===== src/include/hle_pkg.sv =====
`default_nettype none
package hle_pkg;
    // Octet codes seen on the serial side
    localparam logic [7:0] HLE_FLAG = 8'h7E;
    localparam logic [7:0] HLE_ESC = 8'h7D;
    localparam logic [7:0] HLE_ESC_XOR = 8'h20;
    localparam logic [7:0] HLE_RATE_ADAPT = 8'hDD;
    localparam logic [7:0] HLE_HDLC_ABORT = 8'hFF;
    // Bit stuffing thresholds (ones already seen)
    localparam logic [2:0] HLE_STUFF_ONES = 3'h5;
    localparam logic [2:0] HLE_ABORT_ONES = 3'h6;
    // Header and FCS lengths in octets
    localparam logic [1:0] HLE_HDR_LAST = 2'h3;
    localparam logic [11:0] HLE_HDR_LEN = 12'h004;
    localparam logic [2:0] HLE_FCS16_LEN = 3'h2;
    localparam logic [2:0] HLE_FCS32_LEN = 3'h4;
    // Bounds of the programmable packet size
    localparam logic [10:0] HLE_LEN_MIN = 11'h040;
    localparam logic [10:0] HLE_LEN_MAX = 11'h7E0;
    // Reflected CRC polynomials, seeds and good residues
    localparam logic [31:0] HLE_CRC16_POLY = 32'h0000_8408;
    localparam logic [31:0] HLE_CRC32_POLY = 32'hEDB8_8320;
    localparam logic [31:0] HLE_CRC16_INIT = 32'h0000_FFFF;
    localparam logic [31:0] HLE_CRC32_INIT = 32'hFFFF_FFFF;
    localparam logic [31:0] HLE_CRC16_GOOD = 32'h0000_F0B8;
    localparam logic [31:0] HLE_CRC32_GOOD = 32'hDEBB_20E3;
    // Scrambler span and transmit buffer depth
    localparam int HLE_SCR_LEN = 43;
    localparam int HLE_FIFO_DEPTH = 8;

    typedef enum logic [2:0] {
        T_FILL, T_HDR, T_DATA, T_FCS, T_END
    } hle_tx_state_t;

    typedef struct packed {
        logic x86;
        logic scr_en;
        logic tx_fcs_en;
        logic rx_fcs_en;
        logic fcs32;
        logic fcs_corrupt;
        logic [7:0] fill;
        logic [7:0] tx_addr;
        logic [7:0] tx_ctrl;
        logic [15:0] tx_sapi;
        logic [7:0] rx_addr;
        logic [7:0] rx_ctrl;
        logic [15:0] rx_sapi;
        logic [10:0] len_min;
        logic [10:0] len_max;
    } hle_cfg_t;

    typedef struct packed {
        logic valid;
        logic last;
        logic [7:0] data;
    } hle_pkt_t;

    typedef struct packed {
        logic valid;
        logic eop;
        logic bad;
        logic [7:0] data;
    } hle_rx_t;

    // One octet through a reflected CRC, LSB first
    function automatic logic [31:0] hle_crc_byte(input logic [31:0] c,
        input logic [7:0] d, input logic wide);
        logic [31:0] r;
        r = c;
        for (int i = 0; i < 8; i++) begin
            if (r[0] ^ d[i]) begin
                r = (r >> 1) ^ (wide ? HLE_CRC32_POLY : HLE_CRC16_POLY);
            end else begin
                r = r >> 1;
            end
        end
        return r;
    endfunction

    // Self-synchronising x^43+1, returns {state, octet}
    function automatic logic [50:0] hle_scr_byte(input logic [42:0] s,
        input logic [7:0] d, input logic descr);
        logic [42:0] t;
        logic [7:0] o;
        t = s;
        o = 8'h00;
        for (int i = 0; i < 8; i++) begin
            o[i] = d[i] ^ t[HLE_SCR_LEN-1];
            t = {t[41:0], descr ? d[i] : o[i]};
        end
        return {t, o};
    endfunction

    // Address, control and two SAPI octets in wire order
    function automatic logic [7:0] hle_hdr(input logic [7:0] a,
        input logic [7:0] c, input logic [15:0] sp, input logic [1:0] i);
        case (i)
            2'h0: return a;
            2'h1: return c;
            2'h2: return sp[15:8];
            default: return sp[7:0];
        endcase
    endfunction
endpackage
`default_nettype wire


===== src/verilog/hle_fifo.sv =====
`timescale 1ns/1ps
`default_nettype none
module hle_fifo
    import hle_pkg::*;
#(
    parameter int WIDTH = 9,
    parameter int DEPTH = HLE_FIFO_DEPTH
) (
    input wire logic i_clk,
    input wire logic i_rst_n,
    input wire logic i_ce,
    input wire logic i_in_valid,
    input wire logic [WIDTH-1:0] i_in_data,
    output logic o_in_ready,
    output logic o_out_valid,
    output logic [WIDTH-1:0] o_out_data,
    input wire logic i_out_ready
);
    localparam int AW = $clog2(DEPTH);

    typedef struct packed {
        logic [AW-1:0] wp;
        logic [AW-1:0] rp;
        logic [AW:0] cnt;
        logic room;
    } hle_fifo_st_t;

    hle_fifo_st_t q;
    hle_fifo_st_t next_q;
    logic [WIDTH-1:0] mem [DEPTH];
    logic push;
    logic pull;

    function automatic logic [AW-1:0] wrap(input logic [AW-1:0] p);
        return (p == AW'(DEPTH - 1)) ? '0 : p + 1'b1;
    endfunction

    // Handshakes; ready is a stored flag so the source sees a clean level
    assign push = i_in_valid && q.room;
    assign pull = i_out_ready && (q.cnt != '0);
    assign o_in_ready = q.room;
    assign o_out_valid = (q.cnt != '0);
    assign o_out_data = mem[q.rp];

    // Pointer and fill bookkeeping
    always_comb begin
        next_q = q;
        if (push) begin
            next_q.wp = wrap(q.wp);
        end
        if (pull) begin
            next_q.rp = wrap(q.rp);
        end
        next_q.cnt = q.cnt + (AW+1)'(push) - (AW+1)'(pull);
        next_q.room = (next_q.cnt != (AW+1)'(DEPTH));
    end

    always_ff @(posedge i_clk or negedge i_rst_n) begin
        if (!i_rst_n) begin
            q <= '{wp: '0, rp: '0, cnt: '0, room: 1'b1};
        end else if (i_ce) begin
            q <= next_q;
        end
    end

    // Storage has no reset; contents are only read below the fill count
    always_ff @(posedge i_clk) begin
        if (i_ce && push) begin
            mem[q.wp] <= i_in_data;
        end
    end
endmodule // hle_fifo
`default_nettype wire


===== src/verilog/hle_encap.sv =====
`timescale 1ns/1ps
`default_nettype none
// Functional notes
// - X.86 transmit sends a scrambled octet 7E as escape pair 7D 5E.
// - X.86 transmit sends a scrambled octet 7D as escape pair 7D 5D.
// - X.86 receive drops rate adaptation pair 7D DD entirely.
// - X.86 receive turns escape pair 7D 5E back into 7E.
// - X.86 receive turns escape pair 7D 5D back into 7D.
// - X.86 receive discards the whole packet on abort 7D 7E.
// - X.86 scrambles transmit and descrambles receive with x^43+1.
// - X.86 address and control are programmable per direction.
// - X.86 two-octet SAPI is programmable per direction.
// - HDLC packet size limits programmable between 64 and 2016 octets.
// - HDLC FCS insertion and extraction switchable, FCS type selectable.
// - Transmit can corrupt outgoing FCS on command for testing.
// - Receive counts bad-FCS packets and aborted packets separately.
// - Programmable fill pattern is sent between transmitted frames.
// - HDLC x^43+1 scrambling and descrambling selectable by software.
module hle_encap
    import hle_pkg::*;
#(
    parameter int CNT_W = 16
) (
    input wire logic i_clk,
    input wire logic i_rst_n,
    input wire logic i_ce,
    input wire hle_cfg_t i_cfg,
    input wire hle_pkt_t i_tx,
    output logic o_tx_ready,
    input wire logic i_tx_bit_en,
    output logic o_tx_bit,
    input wire logic i_rx_bit_en,
    input wire logic i_rx_bit,
    output hle_rx_t o_rx,
    output logic [CNT_W-1:0] o_bad_fcs_cnt,
    output logic [CNT_W-1:0] o_abort_cnt
);
    typedef struct packed {
        hle_tx_state_t tst;
        logic [7:0] sh;
        logic [3:0] cnt;
        logic sstuff;
        logic [2:0] ones;
        logic tx_bit;
        logic esc;
        logic [7:0] esc_b;
        logic [1:0] idx;
        logic [31:0] tcrc;
        logic [42:0] tscr;
        logic [7:0] rsr;
        logic [2:0] rones;
        logic [7:0] rbyte;
        logic [2:0] rbits;
        logic rsync;
        logic resc;
        logic hbad;
        logic [42:0] rscr;
        logic [31:0] rcrc;
        logic [11:0] rlen;
        logic [3:0][7:0] dl;
        logic [2:0] dcnt;
        hle_rx_t rx;
        logic [CNT_W-1:0] nbad;
        logic [CNT_W-1:0] nabt;
    } hle_core_t;

    hle_core_t q;
    hle_core_t next_q;
    logic fifo_v;
    logic [8:0] fifo_d;
    logic pop;

    // Packets wait here; a full buffer pushes back on the MAC side
    hle_fifo #(
        .WIDTH(9),
        .DEPTH(HLE_FIFO_DEPTH)
    ) u_fifo (
        .i_clk(i_clk),
        .i_rst_n(i_rst_n),
        .i_ce(i_ce),
        .i_in_valid(i_tx.valid),
        .i_in_data({i_tx.last, i_tx.data}),
        .o_in_ready(o_tx_ready),
        .o_out_valid(fifo_v),
        .o_out_data(fifo_d),
        .i_out_ready(pop)
    );

    assign o_tx_bit = q.tx_bit;
    assign o_rx = q.rx;
    assign o_bad_fcs_cnt = q.nbad;
    assign o_abort_cnt = q.nabt;

    // Transmit octet source, bit serialiser, receive deframer
    always_comb begin
        logic x86, scr, wide, tfcs, rfcs, take, cont, crc_it, vok, good, ok;
        logic [7:0] pb, nb, b, rs, v, d;
        logic nstuff, s;
        logic [50:0] sr;
        logic [31:0] fcsv;
        logic [2:0] nfcs, keep;
        logic [10:0] lmin, lmax;
        next_q = q;
        x86 = i_cfg.x86;
        scr = x86 | i_cfg.scr_en;
        wide = x86 | i_cfg.fcs32;
        tfcs = x86 | i_cfg.tx_fcs_en;
        rfcs = x86 | i_cfg.rx_fcs_en;
        nfcs = wide ? HLE_FCS32_LEN : HLE_FCS16_LEN;
        keep = rfcs ? nfcs : 3'h0;
        fcsv = ~q.tcrc ^ {31'h0000_0000, i_cfg.fcs_corrupt};
        lmin = (i_cfg.len_min < HLE_LEN_MIN) ? HLE_LEN_MIN : i_cfg.len_min;
        lmax = (i_cfg.len_max > HLE_LEN_MAX) ? HLE_LEN_MAX : i_cfg.len_max;
        take = i_tx_bit_en && q.cnt == 4'h0
            && !(q.sstuff && q.ones == HLE_STUFF_ONES);
        pop = 1'b0;
        cont = 1'b0;
        crc_it = 1'b0;
        pb = 8'h00;
        nb = i_cfg.fill;
        nstuff = 1'b0;
        b = 8'h00;
        s = 1'b0;
        sr = '0;
        rs = 8'h00;
        v = 8'h00;
        d = 8'h00;
        vok = 1'b0;
        good = 1'b0;
        ok = 1'b0;
        next_q.rx.valid = 1'b0;
        next_q.rx.eop = 1'b0;
        next_q.rx.bad = 1'b0;

        // Next octet is chosen only when the serialiser asks for one
        if (take && q.esc) begin
            nb = q.esc_b;
            next_q.esc = 1'b0;
        end else if (take) begin
            case (q.tst)
                T_FILL: begin
                    if (fifo_v) begin
                        nb = HLE_FLAG;
                        next_q.tst = x86 ? T_HDR : T_DATA;
                        next_q.idx = 2'h0;
                        next_q.tcrc = wide ? HLE_CRC32_INIT : HLE_CRC16_INIT;
                    end
                end
                T_HDR: begin
                    cont = 1'b1;
                    crc_it = 1'b1;
                    pb = hle_hdr(i_cfg.tx_addr, i_cfg.tx_ctrl, i_cfg.tx_sapi,
                        q.idx);
                    next_q.idx = q.idx + 2'h1;
                    if (q.idx == HLE_HDR_LAST) begin
                        next_q.tst = T_DATA;
                    end
                end
                T_DATA: begin
                    if (fifo_v) begin
                        cont = 1'b1;
                        crc_it = 1'b1;
                        pb = fifo_d[7:0];
                        pop = 1'b1;
                        if (fifo_d[8]) begin
                            next_q.tst = tfcs ? T_FCS : T_END;
                            next_q.idx = 2'h0;
                        end
                    end else begin
                        // Underrun: the frame is aborted, not stretched
                        nb = x86 ? HLE_ESC : HLE_HDLC_ABORT;
                        next_q.tst = T_END;
                    end
                end
                T_FCS: begin
                    cont = 1'b1;
                    pb = fcsv[8*q.idx +: 8];
                    next_q.idx = q.idx + 2'h1;
                    if ({1'b0, q.idx} == nfcs - 3'h1) begin
                        next_q.tst = T_END;
                    end
                end
                default: begin
                    nb = HLE_FLAG;
                    next_q.tst = T_FILL;
                end
            endcase
            if (cont) begin
                sr = hle_scr_byte(q.tscr, pb, 1'b0);
                if (scr) begin
                    next_q.tscr = sr[50:8];
                end
                nb = scr ? sr[7:0] : pb;
                nstuff = !x86;
                if (x86 && (nb == HLE_FLAG || nb == HLE_ESC)) begin
                    next_q.esc = 1'b1;
                    next_q.esc_b = nb ^ HLE_ESC_XOR;
                    nb = HLE_ESC;
                end
                if (crc_it) begin
                    next_q.tcrc = hle_crc_byte(q.tcrc, pb, wide);
                end
            end
        end

        // Serialiser, LSB first; a stuffed zero may trail the last octet
        if (i_tx_bit_en) begin
            if (q.sstuff && q.ones == HLE_STUFF_ONES) begin
                next_q.tx_bit = 1'b0;
                next_q.ones = 3'h0;
            end else begin
                b = (q.cnt == 4'h0) ? nb : q.sh;
                s = (q.cnt == 4'h0) ? nstuff : q.sstuff;
                next_q.tx_bit = b[0];
                next_q.sh = {1'b0, b[7:1]};
                next_q.cnt = ((q.cnt == 4'h0) ? 4'h8 : q.cnt) - 4'h1;
                next_q.sstuff = s;
                next_q.ones = (s && b[0]) ? q.ones + 3'h1 : 3'h0;
            end
        end

        // Receive bit level: flag hunt, abort, destuffing, octet build
        if (i_rx_bit_en) begin
            rs = {i_rx_bit, q.rsr[7:1]};
            next_q.rsr = rs;
            next_q.rones = !i_rx_bit ? 3'h0
                : (q.rones == 3'h7) ? 3'h7 : q.rones + 3'h1;
            // X.86 is octet framed: once in sync only aligned flags count
            if (rs == HLE_FLAG && (!x86 || !q.rsync || q.rbits == 3'h7)) begin
                if (q.rsync && q.resc) begin
                    next_q.nabt = q.nabt + 1'b1;
                    next_q.rx.eop = 1'b1;
                    next_q.rx.bad = 1'b1;
                end else if (q.rsync && q.rlen != 12'h000) begin
                    ok = !rfcs
                        || q.rcrc == (wide ? HLE_CRC32_GOOD : HLE_CRC16_GOOD);
                    good = ok && !q.hbad && q.rbits == 3'h7 && (x86
                        || (q.rlen >= {1'b0, lmin} && q.rlen <= {1'b0, lmax}));
                    if (!ok) begin
                        next_q.nbad = q.nbad + 1'b1;
                    end
                    next_q.rx.eop = 1'b1;
                    next_q.rx.bad = !good;
                end
                next_q.rsync = 1'b1;
                next_q.resc = 1'b0;
                next_q.hbad = 1'b0;
                next_q.rlen = 12'h000;
                next_q.dcnt = 3'h0;
                next_q.rbits = 3'h0;
                next_q.rcrc = wide ? HLE_CRC32_INIT : HLE_CRC16_INIT;
            end else if (!x86 && i_rx_bit && q.rones == HLE_ABORT_ONES) begin
                // Seven ones: abort, then hunt for the next flag
                if (q.rsync && q.rlen != 12'h000) begin
                    next_q.nabt = q.nabt + 1'b1;
                    next_q.rx.eop = 1'b1;
                    next_q.rx.bad = 1'b1;
                end
                next_q.rsync = 1'b0;
            end else if (x86 || i_rx_bit || q.rones != HLE_STUFF_ONES) begin
                next_q.rbyte = {i_rx_bit, q.rbyte[7:1]};
                next_q.rbits = q.rbits + 3'h1;
                vok = q.rsync && q.rbits == 3'h7;
            end
        end

        // Receive octet level: transparency, descramble, CRC, header
        if (vok) begin
            v = next_q.rbyte;
            if (x86 && q.resc) begin
                next_q.resc = 1'b0;
                vok = (v != HLE_RATE_ADAPT);
                v = v ^ HLE_ESC_XOR;
            end else if (x86 && v == HLE_ESC) begin
                next_q.resc = 1'b1;
                vok = 1'b0;
            end
        end
        if (vok) begin
            sr = hle_scr_byte(q.rscr, v, 1'b1);
            if (scr) begin
                next_q.rscr = sr[50:8];
            end
            d = scr ? sr[7:0] : v;
            next_q.rcrc = hle_crc_byte(q.rcrc, d, wide);
            if (q.rlen != 12'hFFF) begin
                next_q.rlen = q.rlen + 12'h001;
            end
            if (x86 && q.rlen < HLE_HDR_LEN) begin
                if (d != hle_hdr(i_cfg.rx_addr, i_cfg.rx_ctrl,
                    i_cfg.rx_sapi, q.rlen[1:0])) begin
                    next_q.hbad = 1'b1;
                end
            end else if (keep == 3'h0) begin
                next_q.rx.valid = 1'b1;
                next_q.rx.data = d;
            end else begin
                if (q.dcnt == keep) begin
                    next_q.rx.valid = 1'b1;
                    next_q.rx.data = q.dl[2'(keep - 3'h1)];
                end else begin
                    next_q.dcnt = q.dcnt + 3'h1;
                end
                next_q.dl = {q.dl[2:0], d};
            end
        end
    end

    always_ff @(posedge i_clk or negedge i_rst_n) begin
        if (!i_rst_n) begin
            q <= '0;
        end else if (i_ce) begin
            q <= next_q;
        end
    end
endmodule // hle_encap
`default_nettype wire


===== config.mk =====
export PLATFORM = sky130hd
export DESIGN_NAME = hle_encap
export DESIGN_NICKNAME = d
export VERILOG_FILES = /design/src/include/hle_pkg.sv /design/src/verilog/hle_fifo.sv /design/src/verilog/hle_encap.sv
export SDC_FILE = /design/constraint.sdc
export NUM_CORES = 1
export LEC_CHECK = 0
export BUFFER_PORTS_ARGS = -buffer_cell sky130_fd_sc_hd__clkbuf_2
export CAP_MARGIN = 20
export CORE_AREA = 2 2 208 210
export CTS_CLUSTER_SIZE = 30
export DETAILED_ROUTE_END_ITERATION = 10
export DIE_AREA = 0 0 210 212
export PLACE_DENSITY = 0.68
export SLEW_MARGIN = 0
export SYNTH_ARGS = -nofsm -noshare
export SYNTH_HDL_FRONTEND = slang
export SYNTH_SLANG_ARGS = --single-unit

===== constraint.sdc =====
create_clock -name i_clk -period 5.1 [get_ports i_clk]
set_input_delay 1.02 -clock i_clk [delete_from_list [all_inputs] [get_ports i_clk]]
set_output_delay 1.02 -clock i_clk [all_outputs]
set_load 0.05 [all_outputs]

Word-level counts from Yosys, hierarchy flattened
Memory sizes are Yosys's and may differ from the RTL's.
Index checks and enable logic that the tools add are counted.

word-level totals
  bits in registers = 306
  bits in latches = 0
  memory bits (writable) = 72
  memory bits (read-only) = 0
  output and inout bits = 45
  word-level logic and storage cells = 394
  memories kept = 1

memory list
  name        depth  width  read ports  clocked after Yosys merged registers in  write ports  RTL line        RTL
  u_fifo.mem  8      9      1           0                                        1            hle_fifo.sv:30  logic [WIDTH-1:0] mem [DEPTH];

operators by class
  add/sub/neg operators = 15
  multipliers = 0
  divide/modulo/power cells = 0
  $lt $le $gt $ge = 6
  equality and inequality tests = 34
  shifts and indexed selects = 1
  muxes and demuxes = 167
  bitwise logic cells = 62
  reductions and logical operators = 72

operator list
  kind                     count
  $mux W32                 56
  $xor A31 B32 Y32         16
  $mux W8                  20
  $mux W124                1
  $pmux W8 S3              4
  $mux W44                 2
  $mux W43                 2
  $mux W86                 1
  $mux W75                 1
  $mux W16                 4
  $mux W3                  16
  $mux W11                 4
  $mux W36                 1
  $mux W35                 1
  $mux W34                 1
  $add A16 B1 Y16 const B  2
  $eq A32 B32 Y1           1
  $eq A8 B7 Y1 const B     4
  $not A32 Y32             1
  $shiftx A32 B6 Y8        1
  $xor A1 B1 Y1            32
  $xor A32 B1 Y32          1
  $mux W1                  30
  $logic_and A1 B1 Y1      22
  56 further kinds         133

Depth between registers and ports, before layout
Gate-level depths: netlist (run 1).

  depth in word-level cells = 54
  mapped depth = 15

By module
A second synthesis (run 1) with hierarchy kept.

unflattened totals
  cell total of the unflattened synthesis = 1914
  area, all modules = 20499.7 sq um

modules (own cells, without submodules)
  module     times used  cells an instance  area an instance (sq um)
  hle_encap  1           1737               17003.8
  hle_fifo   1           177                3495.9

Worst setup path after synthesis (run 1)
Ideal clock, no wire load.

  kind = input to register
  start point = input port i_rx_bit
  end point = register q[111] in the netlist's numbering
  setup time = 0.094 ns
  data arrival time = 3.884 ns
  required time = 5.006 ns
  path slack = 1.122 ns
  cell stages on the path = 11
  buffers on the path = 1
  cell sequence = buf_4 -> mux2i_4 -> o2111ai_4 -> nor3b_2 -> xor3_2 -> xnor2_1 -> xnor3_1 -> xnor2_1 -> nor2_1 -> xnor2_1 -> a211oi_1

on the way
  longest elaborated chain between the ends = 34
  elaborated cells on any way between the ends = 66
  classes of those cells = eq/ne (3); mux (30); bitwise (24); reduce/logical (9)

ends and longest elaborated chain
  item                                               RTL line                      RTL
  from (decl)                                        hle_encap.sv:33               input wire logic i_rx_bit,
  $logic_or A1 B1 Y1 (2 in a row)                    hle_encap.sv:260              end else if (x86 || i_rx_bit || q.rones != HLE_STUFF_ONES) begin
  $mux W11                                           hle_encap.sv:260
  $mux W11                                           hle_encap.sv:252              end else if (!x86 && i_rx_bit && q.rones == HLE_ABORT_ONES) begin
  $mux W8                                            hle_encap.sv:229              if (rs == HLE_FLAG && (!x86 || !q.rsync || q.rbits == 3'h7)) begin
  $mux W14                                           hle_encap.sv:223              if (i_rx_bit_en) begin
  $mux W6                                            hle_encap.sv:270              if (x86 && q.resc) begin
  $mux W8                                            hle_encap.sv:268              if (vok) begin
  $xor A1 B1 Y1                                      hle_pkg.sv:89                 o[i] = d[i] ^ t[HLE_SCR_LEN-1];
  (+17 left out)                                     -
  $mux W32                                           hle_pkg.sv:72                 if (r[0] ^ d[i]) begin
  $mux W32                                           hle_encap.sv:279              if (vok) begin
  $xor A31 B32 Y32 or $xor A1 B1 Y1 (tied branches)  hle_pkg.sv:73, hle_pkg.sv:72
  $mux W32                                           hle_pkg.sv:72
  $mux W32                                           hle_encap.sv:279
  $xor A31 B32 Y32 or $xor A1 B1 Y1 (tied branches)  hle_pkg.sv:73, hle_pkg.sv:72
  $mux W32                                           hle_pkg.sv:72
  $mux W124                                          hle_encap.sv:279
  to (signal assigned)                               hle_encap.sv:313              q <= next_q;
  to (decl)                                          hle_encap.sv:67               hle_core_t q;

Parallel ways exist; a longest one is shown, timed or not. The select of a mux whose other input is x is not followed.
A chain may end at the register's enable or synchronous reset.

Worst setup path after layout (run 1)
  start point = register q[168] in the netlist's numbering
  end point = register q[108] in the netlist's numbering

on the way
  longest elaborated chain between the ends = 33
  elaborated cells on any way between the ends = 62
  classes of those cells = eq/ne (3); mux (28); bitwise (24); reduce/logical (7)

ends and longest elaborated chain
  item                                                       RTL line
  $eq A3 B3 Y1 *                                             hle_encap.sv:229, hle_encap.sv:263
  $logic_and A1 B1 Y1 or $logic_or A1 B1 Y1 (tied branches)  hle_encap.sv:263, hle_encap.sv:229
  $mux W1 or $logic_and A1 B1 Y1 (tied branches)             hle_encap.sv:260, hle_encap.sv:229
  $mux W1 or $mux W8 (tied branches)                         hle_encap.sv:252, hle_encap.sv:229
  $mux W1 or $mux W14 (tied branches)                        hle_encap.sv:229, hle_encap.sv:223
  $mux W1 or $mux W6 (tied branches)                         hle_encap.sv:223, hle_encap.sv:270
  $mux W8                                                    hle_encap.sv:268
  $xor A1 B1 Y1                                              hle_pkg.sv:89
  (+17 left out)                                             -
  $mux W32                                                   hle_pkg.sv:72
  $mux W32                                                   hle_encap.sv:279
  $xor A31 B32 Y32 or $xor A1 B1 Y1 (tied branches)          hle_pkg.sv:73, hle_pkg.sv:72
  $mux W32                                                   hle_pkg.sv:72
  $mux W32                                                   hle_encap.sv:279
  $xor A31 B32 Y32 or $xor A1 B1 Y1 (tied branches)          hle_pkg.sv:73, hle_pkg.sv:72
  $mux W32                                                   hle_pkg.sv:72
  $mux W124                                                  hle_encap.sv:279

Mark *: on every way between the ends. The rest lies on a longest branch, timed or not. The select of a mux whose other input is x is not followed.

==> metrics.csv, run 1 <==
metric,value,unit
CP required,5.55,ns
leading area contributor after synthesis,dfrtp_1,
fin nets,2202,
Reg2Reg Setup Slack,0.92,ns
Syn Inst Count,1928,
initial antenna violation count,1,
ANT nets after route,0,
fmax,0.239,GHz
min Tclk post-route,4.18,ns
Die W,210,microns
Peak supply drop,0.000574,V
count of final setup violators,0,
"Distinct cells, synth",88,
count of final hold-check violations,0,
"CTS clk-pin slew, worst paths",0.06,ns
drt wl/cell,18.9,microns
fin. max-slew vios,0,
"EDFF count, synth",72,
# rows,76,
RSZ-0062 raised after global routing,no,
TritonCTS Sinks,377,
n_diodes,0,
Total Neg Setup Slack,0,ns
CTS tree,yes,
fill count,3652,
htree depth,2,
share of post-route cells with drive strength above 1,22.8,%
Final Power,13.1,mW
Hold Path Class,in2async,
relative slew slack,26.0,%
area delta synth->final,12.5,%
most frequent cell after synthesis,dfrtp_1,
DR vias/cell,5.71,
Critical Path End Type,flip-flop,
CP max FO,18,
Syn. warnings,0,
number of setup buffers added after CTS,0,
Worst R2R Start,q[168],
largest net degree at the start of global routing,116,
Leak Pwr,10.5,nW
worst setup margin,0.923,ns
asr flop ratio synth,80.9,%
Yosys top cell area share,36.4,%
main area contributors after synthesis,"dfrtp_1 (36%), edfxtp_1 (10%), mux2_2 (7.0%), xnor2_1 (5.2%), nand2_1 (3.3%)",
Layout Utilization,55.2,%
Starting Density,49.1,%
core area,42500,sq um
clk_skew,0.0136,ns
Arrival @ worst endpoint,4.63,ns
Synth Cell Area,20900,sq um
Syn Nets,2095,
maximum clock insertion buffer count,3,
Clk Tree Root Cell,clkbuf_16,
WL final,49400,microns
ys flop type,dfrtp_1,
GP Congestion,0.893,
placed cell count,2534,
clk_lat worst skew,0.55,ns
outcome,finished clean,
Post-synth top cells,"dfrtp_1 (304), nand2_1 (184), mux2_2 (129), xnor2_1 (124), nor2_1 (122)",
DPL Wire Length,35000,microns
register area share after synthesis,46.9,%
R2R cell count,11,
global-route wire length before repair,79700,microns
TritonCTS Buffers,42,
Fin Hold WS,0.453,ns
drt first pass iters,7,
GR Overflow Total,0,
Setup Crit Path Kind,reg2reg,
Yosys reg bits,377,
max cap viols,0,
multi-input logic area,10200,sq um
Residual DRC,0,
Syn Area/Cell,10.8,sq um
Via Count,14900,
number of global-route vias before repair,14800,
pre-CTS WS,0.451,ns
startpoint class of the critical path,flip-flop,
fin crit share,81.9,%
Seq. cell area,9800,sq um
worst slew pin tran,1.11,ns
post-route cell area,23500,sq um
GRT Util Overall,22.5,%
"Hold-fix buffers, CTS",0,
CTS resizes,0,
Die Y,212,microns
I/O pin count,161,
reg2reg end,q[108],
post-route insts no fill,2614,
initial DRC count,1198,
Cell Pwr Density,557,nW/um^2
full die area,44500,sq um
Port Buffer Count,160,
placed instance area,22000,sq um
worst max-delay path: stages (launching register included):
cell and delay [ns]:
dfrtp_1 0.39, ha_1 0.20, ha_1 0.29, o211a_1 0.53, nor3_2 0.41, xor3_2 0.51
xnor2_1 0.50, xnor3_1 0.60, xnor2_1 0.18, nor2_1 0.07, xnor2_1 0.14, a211oi_1 0.25
layer usage:
layer | wire length (microns) | track usage [%]
met1 | 22100 | 31.3
met2 | 23000 | 35.6
met3 | 2770 | 4.00
met4 | 1550 | 8.09
met5 | 14 | 0
registers in the layout, summed over array words and instances, names as in the netlist:
register and flops:
q 250, o_bad_fcs_cnt 16, o_abort_cnt 16, o_rx 11
u_fifo.q 10, u_fifo.o_in_ready 1, o_tx_bit 1, u_fifo.mem 72
report_power, final:
part	internal [mW]	total, mW	switching (mW)
clock	1.92	3.17	1.25
combinational	2.95	6.02	3.07
sequential	3.47	3.88	0.409
logic make-up after synthesis:
family	after synthesis	synth area share [%]
compound gates	354	11.1
xor+xnor	222	11.1
fa+ha+maj	51	3.09
buf+inv	183	4.32
flops	377	46.9
mux	180	10.3
simple gates	561	13.2
cell type report:
class / count / share of cell area (%)
Inverter: 48 / 0.767
Tap cell: 546 / 2.91
Clock inverter: 20 / 0.959
Clock buffer: 57 / 5.32
Sequential cell: 377 / 41.7
Timing Repair Buffer: 198 / 4.84
Multi-Input combinational cell: 1368 / 43.5
worst max path at each step:
stage	slack, ns	cells past startpoint	to	from
after detailed placement	0.45	11	q[111]	i_rx_bit
after floorplan	1.12	11	q[111]	i_rx_bit
after CTS	0.93	11	q[108]	q[168]
after global placement	0.56	11	q[111]	i_rx_bit
after global routing	0.69	11	q[108]	q[168]
final	0.92	11	q[108]	q[168]
layout by cell type, fill, tap and decap left out, drive strengths merged, types with 19 or more instances in the layout:
cell type	count
nand2	184
dfrtp	304
buf	39
nand3	49
ha	50
inv	49
mux2i	38
o21ai	109
xnor2	129
nor3	42
mux2	129
nand4	20
a21oi	95
and3	22
nor2	122
nand2b	21
clkbuf	216
a211oi	19
xor2	74
edfxtp	72
(Power assumes the default switching activity.)
==> inputs of run 2 (changes only) <==
==> constraint.sdc (replaced) <==
create_clock -name i_clk -period 4.4 [get_ports i_clk]
set_input_delay 0.88 -clock i_clk [delete_from_list [all_inputs] [get_ports i_clk]]
set_output_delay 0.88 -clock i_clk [all_outputs]
set_load 0.05 [all_outputs]
==> metrics.csv, run 2 (synthesis gave the netlist of run 1 again) <==
metric,value,unit,change
core area,42500,sq um,unchanged
min Tclk post-route,3.99,ns,was 4.18 ns
GP Congestion,0.918,,was 0.893
DR vias/cell,5.71,,about the same
Peak supply drop,0.000745,V,was 0.000574 V
Leak Pwr,10.7,nW,was 10.5 nW
global-route wire length before repair,80200,microns,was 79700 microns
number of global-route vias before repair,14800,,about the same
htree depth,2,,unchanged
# rows,76,,unchanged
outcome,finished clean,,unchanged
clk_lat worst skew,0.57,ns,was 0.55 ns
GRT Util Overall,22.8,%,was 22.5%
WL final,50100,microns,was 49400 microns
Die W,210,microns,unchanged
Total Neg Setup Slack,0,ns,unchanged
largest net degree at the start of global routing,99,,was 116
Cell Pwr Density,645,nW/um^2,was 557 nW/um^2
maximum clock insertion buffer count,3,,unchanged
worst slew pin tran,1.02,ns,was 1.11 ns
startpoint class of the critical path,flip-flop,,unchanged
relative slew slack,31.8,%,was 26.0%
initial DRC count,1427,,was 1198
Arrival @ worst endpoint,4.41,ns,was 4.63 ns
Clk Tree Root Cell,clkbuf_16,,unchanged
CTS tree,yes,,unchanged
drt first pass iters,8,,was 7
"CTS clk-pin slew, worst paths",0.06,ns,about the same
share of post-route cells with drive strength above 1,23.5,%,was 22.8%
Starting Density,49.1,%,unchanged
fin crit share,90.7,%,was 81.9%
Critical Path End Type,flip-flop,,unchanged
clk_skew,0.0202,ns,was 0.0136 ns
RSZ-0062 raised after global routing,no,,unchanged
Final Power,15.3,mW,was 13.1 mW
number of setup buffers added after CTS,0,,unchanged
CTS resizes,0,,unchanged
Via Count,15100,,was 14900
I/O pin count,161,,unchanged
max cap viols,0,,unchanged
Port Buffer Count,160,,unchanged
Residual DRC,0,,unchanged
ANT nets after route,0,,unchanged
TritonCTS Buffers,42,,unchanged
Hold Path Class,in2async,,unchanged
fmax,0.251,GHz,was 0.239 GHz
Top reg by flops,q,,unchanged
DPL Wire Length,36000,microns,was 35000 microns
count of final hold-check violations,0,,unchanged
drt wl/cell,18.9,microns,about the same
GR Overflow Total,0,,unchanged
Die Y,212,microns,unchanged
CP required,4.82,ns,was 5.55 ns
CP max FO,8,,was 18
"most common cell after layout, fill and taps aside",dfrtp_1,,unchanged
fin. max-slew vios,0,,unchanged
fin nets,2234,,was 2202
area delta synth->final,13.6,%,was 12.5%
Setup Crit Path Kind,reg2reg,,unchanged
"Hold-fix buffers, CTS",0,,unchanged
max FFs per register,250,,unchanged
TritonCTS Sinks,377,,unchanged
biggest regs,"q (250), u_fifo.mem (72)",,unchanged
full die area,44500,sq um,unchanged
fill count,3596,,was 3652
count of final setup violators,0,,unchanged
most frequent cells in the layout,"dfrtp_1 (304), nand2_1 (183), clkbuf_2 (159), mux2_2 (129), xnor2_1 (124)",,unchanged
initial antenna violation count,2,,was 1
-- run 2: power breakdown --
| group | total [mW] | internal, mW | switching (mW) |
|---|---|---|---|
| clock network | 3.68 | 2.26 | 1.42 |
| registers | 4.49 | 4.02 | 0.472 |
| logic | 7.11 | 3.53 | 3.58 |
-- run 2: cell type report --
| cell class | instances | area [sq um] | share of cell area (%) |
|---|---|---|---|
| Antenna cell | 1 | 2.50 | 0.0106 |
| Clock buffer | 60 | 1210 | 5.10 |
| Clock inverter | 16 | 236 | 0.998 |
| Inverter | 48 | 180 | 0.760 |
| Multi-Input combinational cell | 1368 | 10200 | 43.0 |
| Sequential cell | 377 | 9800 | 41.3 |
| Tap cell | 546 | 683 | 2.88 |
| Timing Repair Buffer | 230 | 1400 | 5.90 |
-- run 2: critical path, cell delays in order (launching register included) --
cell	delay, ns
dfrtp_1	0.32
inv_1	0.06
ha_1	0.20
nor3b_2	0.19
nor3_2	0.68
a311oi_2	0.41
xnor2_2	0.39
xor2_2	0.39
xnor3_1	0.53
xor3_1	0.36
nor2_1	0.12
xnor2_1	0.14
o21ai_1	0.07
-- run 2: final timing paths --
check                           startpoint               to  slack [ns]  cells after the start
max                            u_fifo.q[3]           q[254]        0.41                     12
max in group asynchronous          i_rst_n           q[236]        3.02                      2
min                                i_rst_n      u_fifo.q[5]        0.33                      1
max reg2reg                    u_fifo.q[3]           q[254]        0.41                     12
min reg2reg                o_abort_cnt[15]  o_abort_cnt[15]        0.47                      1
min in group i_clk         o_abort_cnt[15]  o_abort_cnt[15]        0.47                      1
-- run 2: stage by stage --
stage	cells	hold slack (ns)	setup WS, ns	cell area (sq um)	utilization, %
2_1_floorplan	1928	0.439	0.562	20900	-
3_3_place_gp	2568	0.456	0.283	22200	52.3
3_5_place_dp	2568	0.459	0.200	22200	52.3
4_1_cts	2644	0.393	0.439	23700	55.7
5_1_grt	2645	0.403	0.204	23700	55.8
6_report	2646	0.328	0.410	23700	55.8
-- run 2: routing by layer --
layer / GRT usage, % / up-vias / part of all wire, %
met3: 4.68 / 108 / 6.1
li1: - / 7108 / -
met2: 35.6 / 425 / 46
met5: 0 / - / 0.014
met1: 31.7 / 7460 / 45
met4: 7.97 / 2 / 3.3
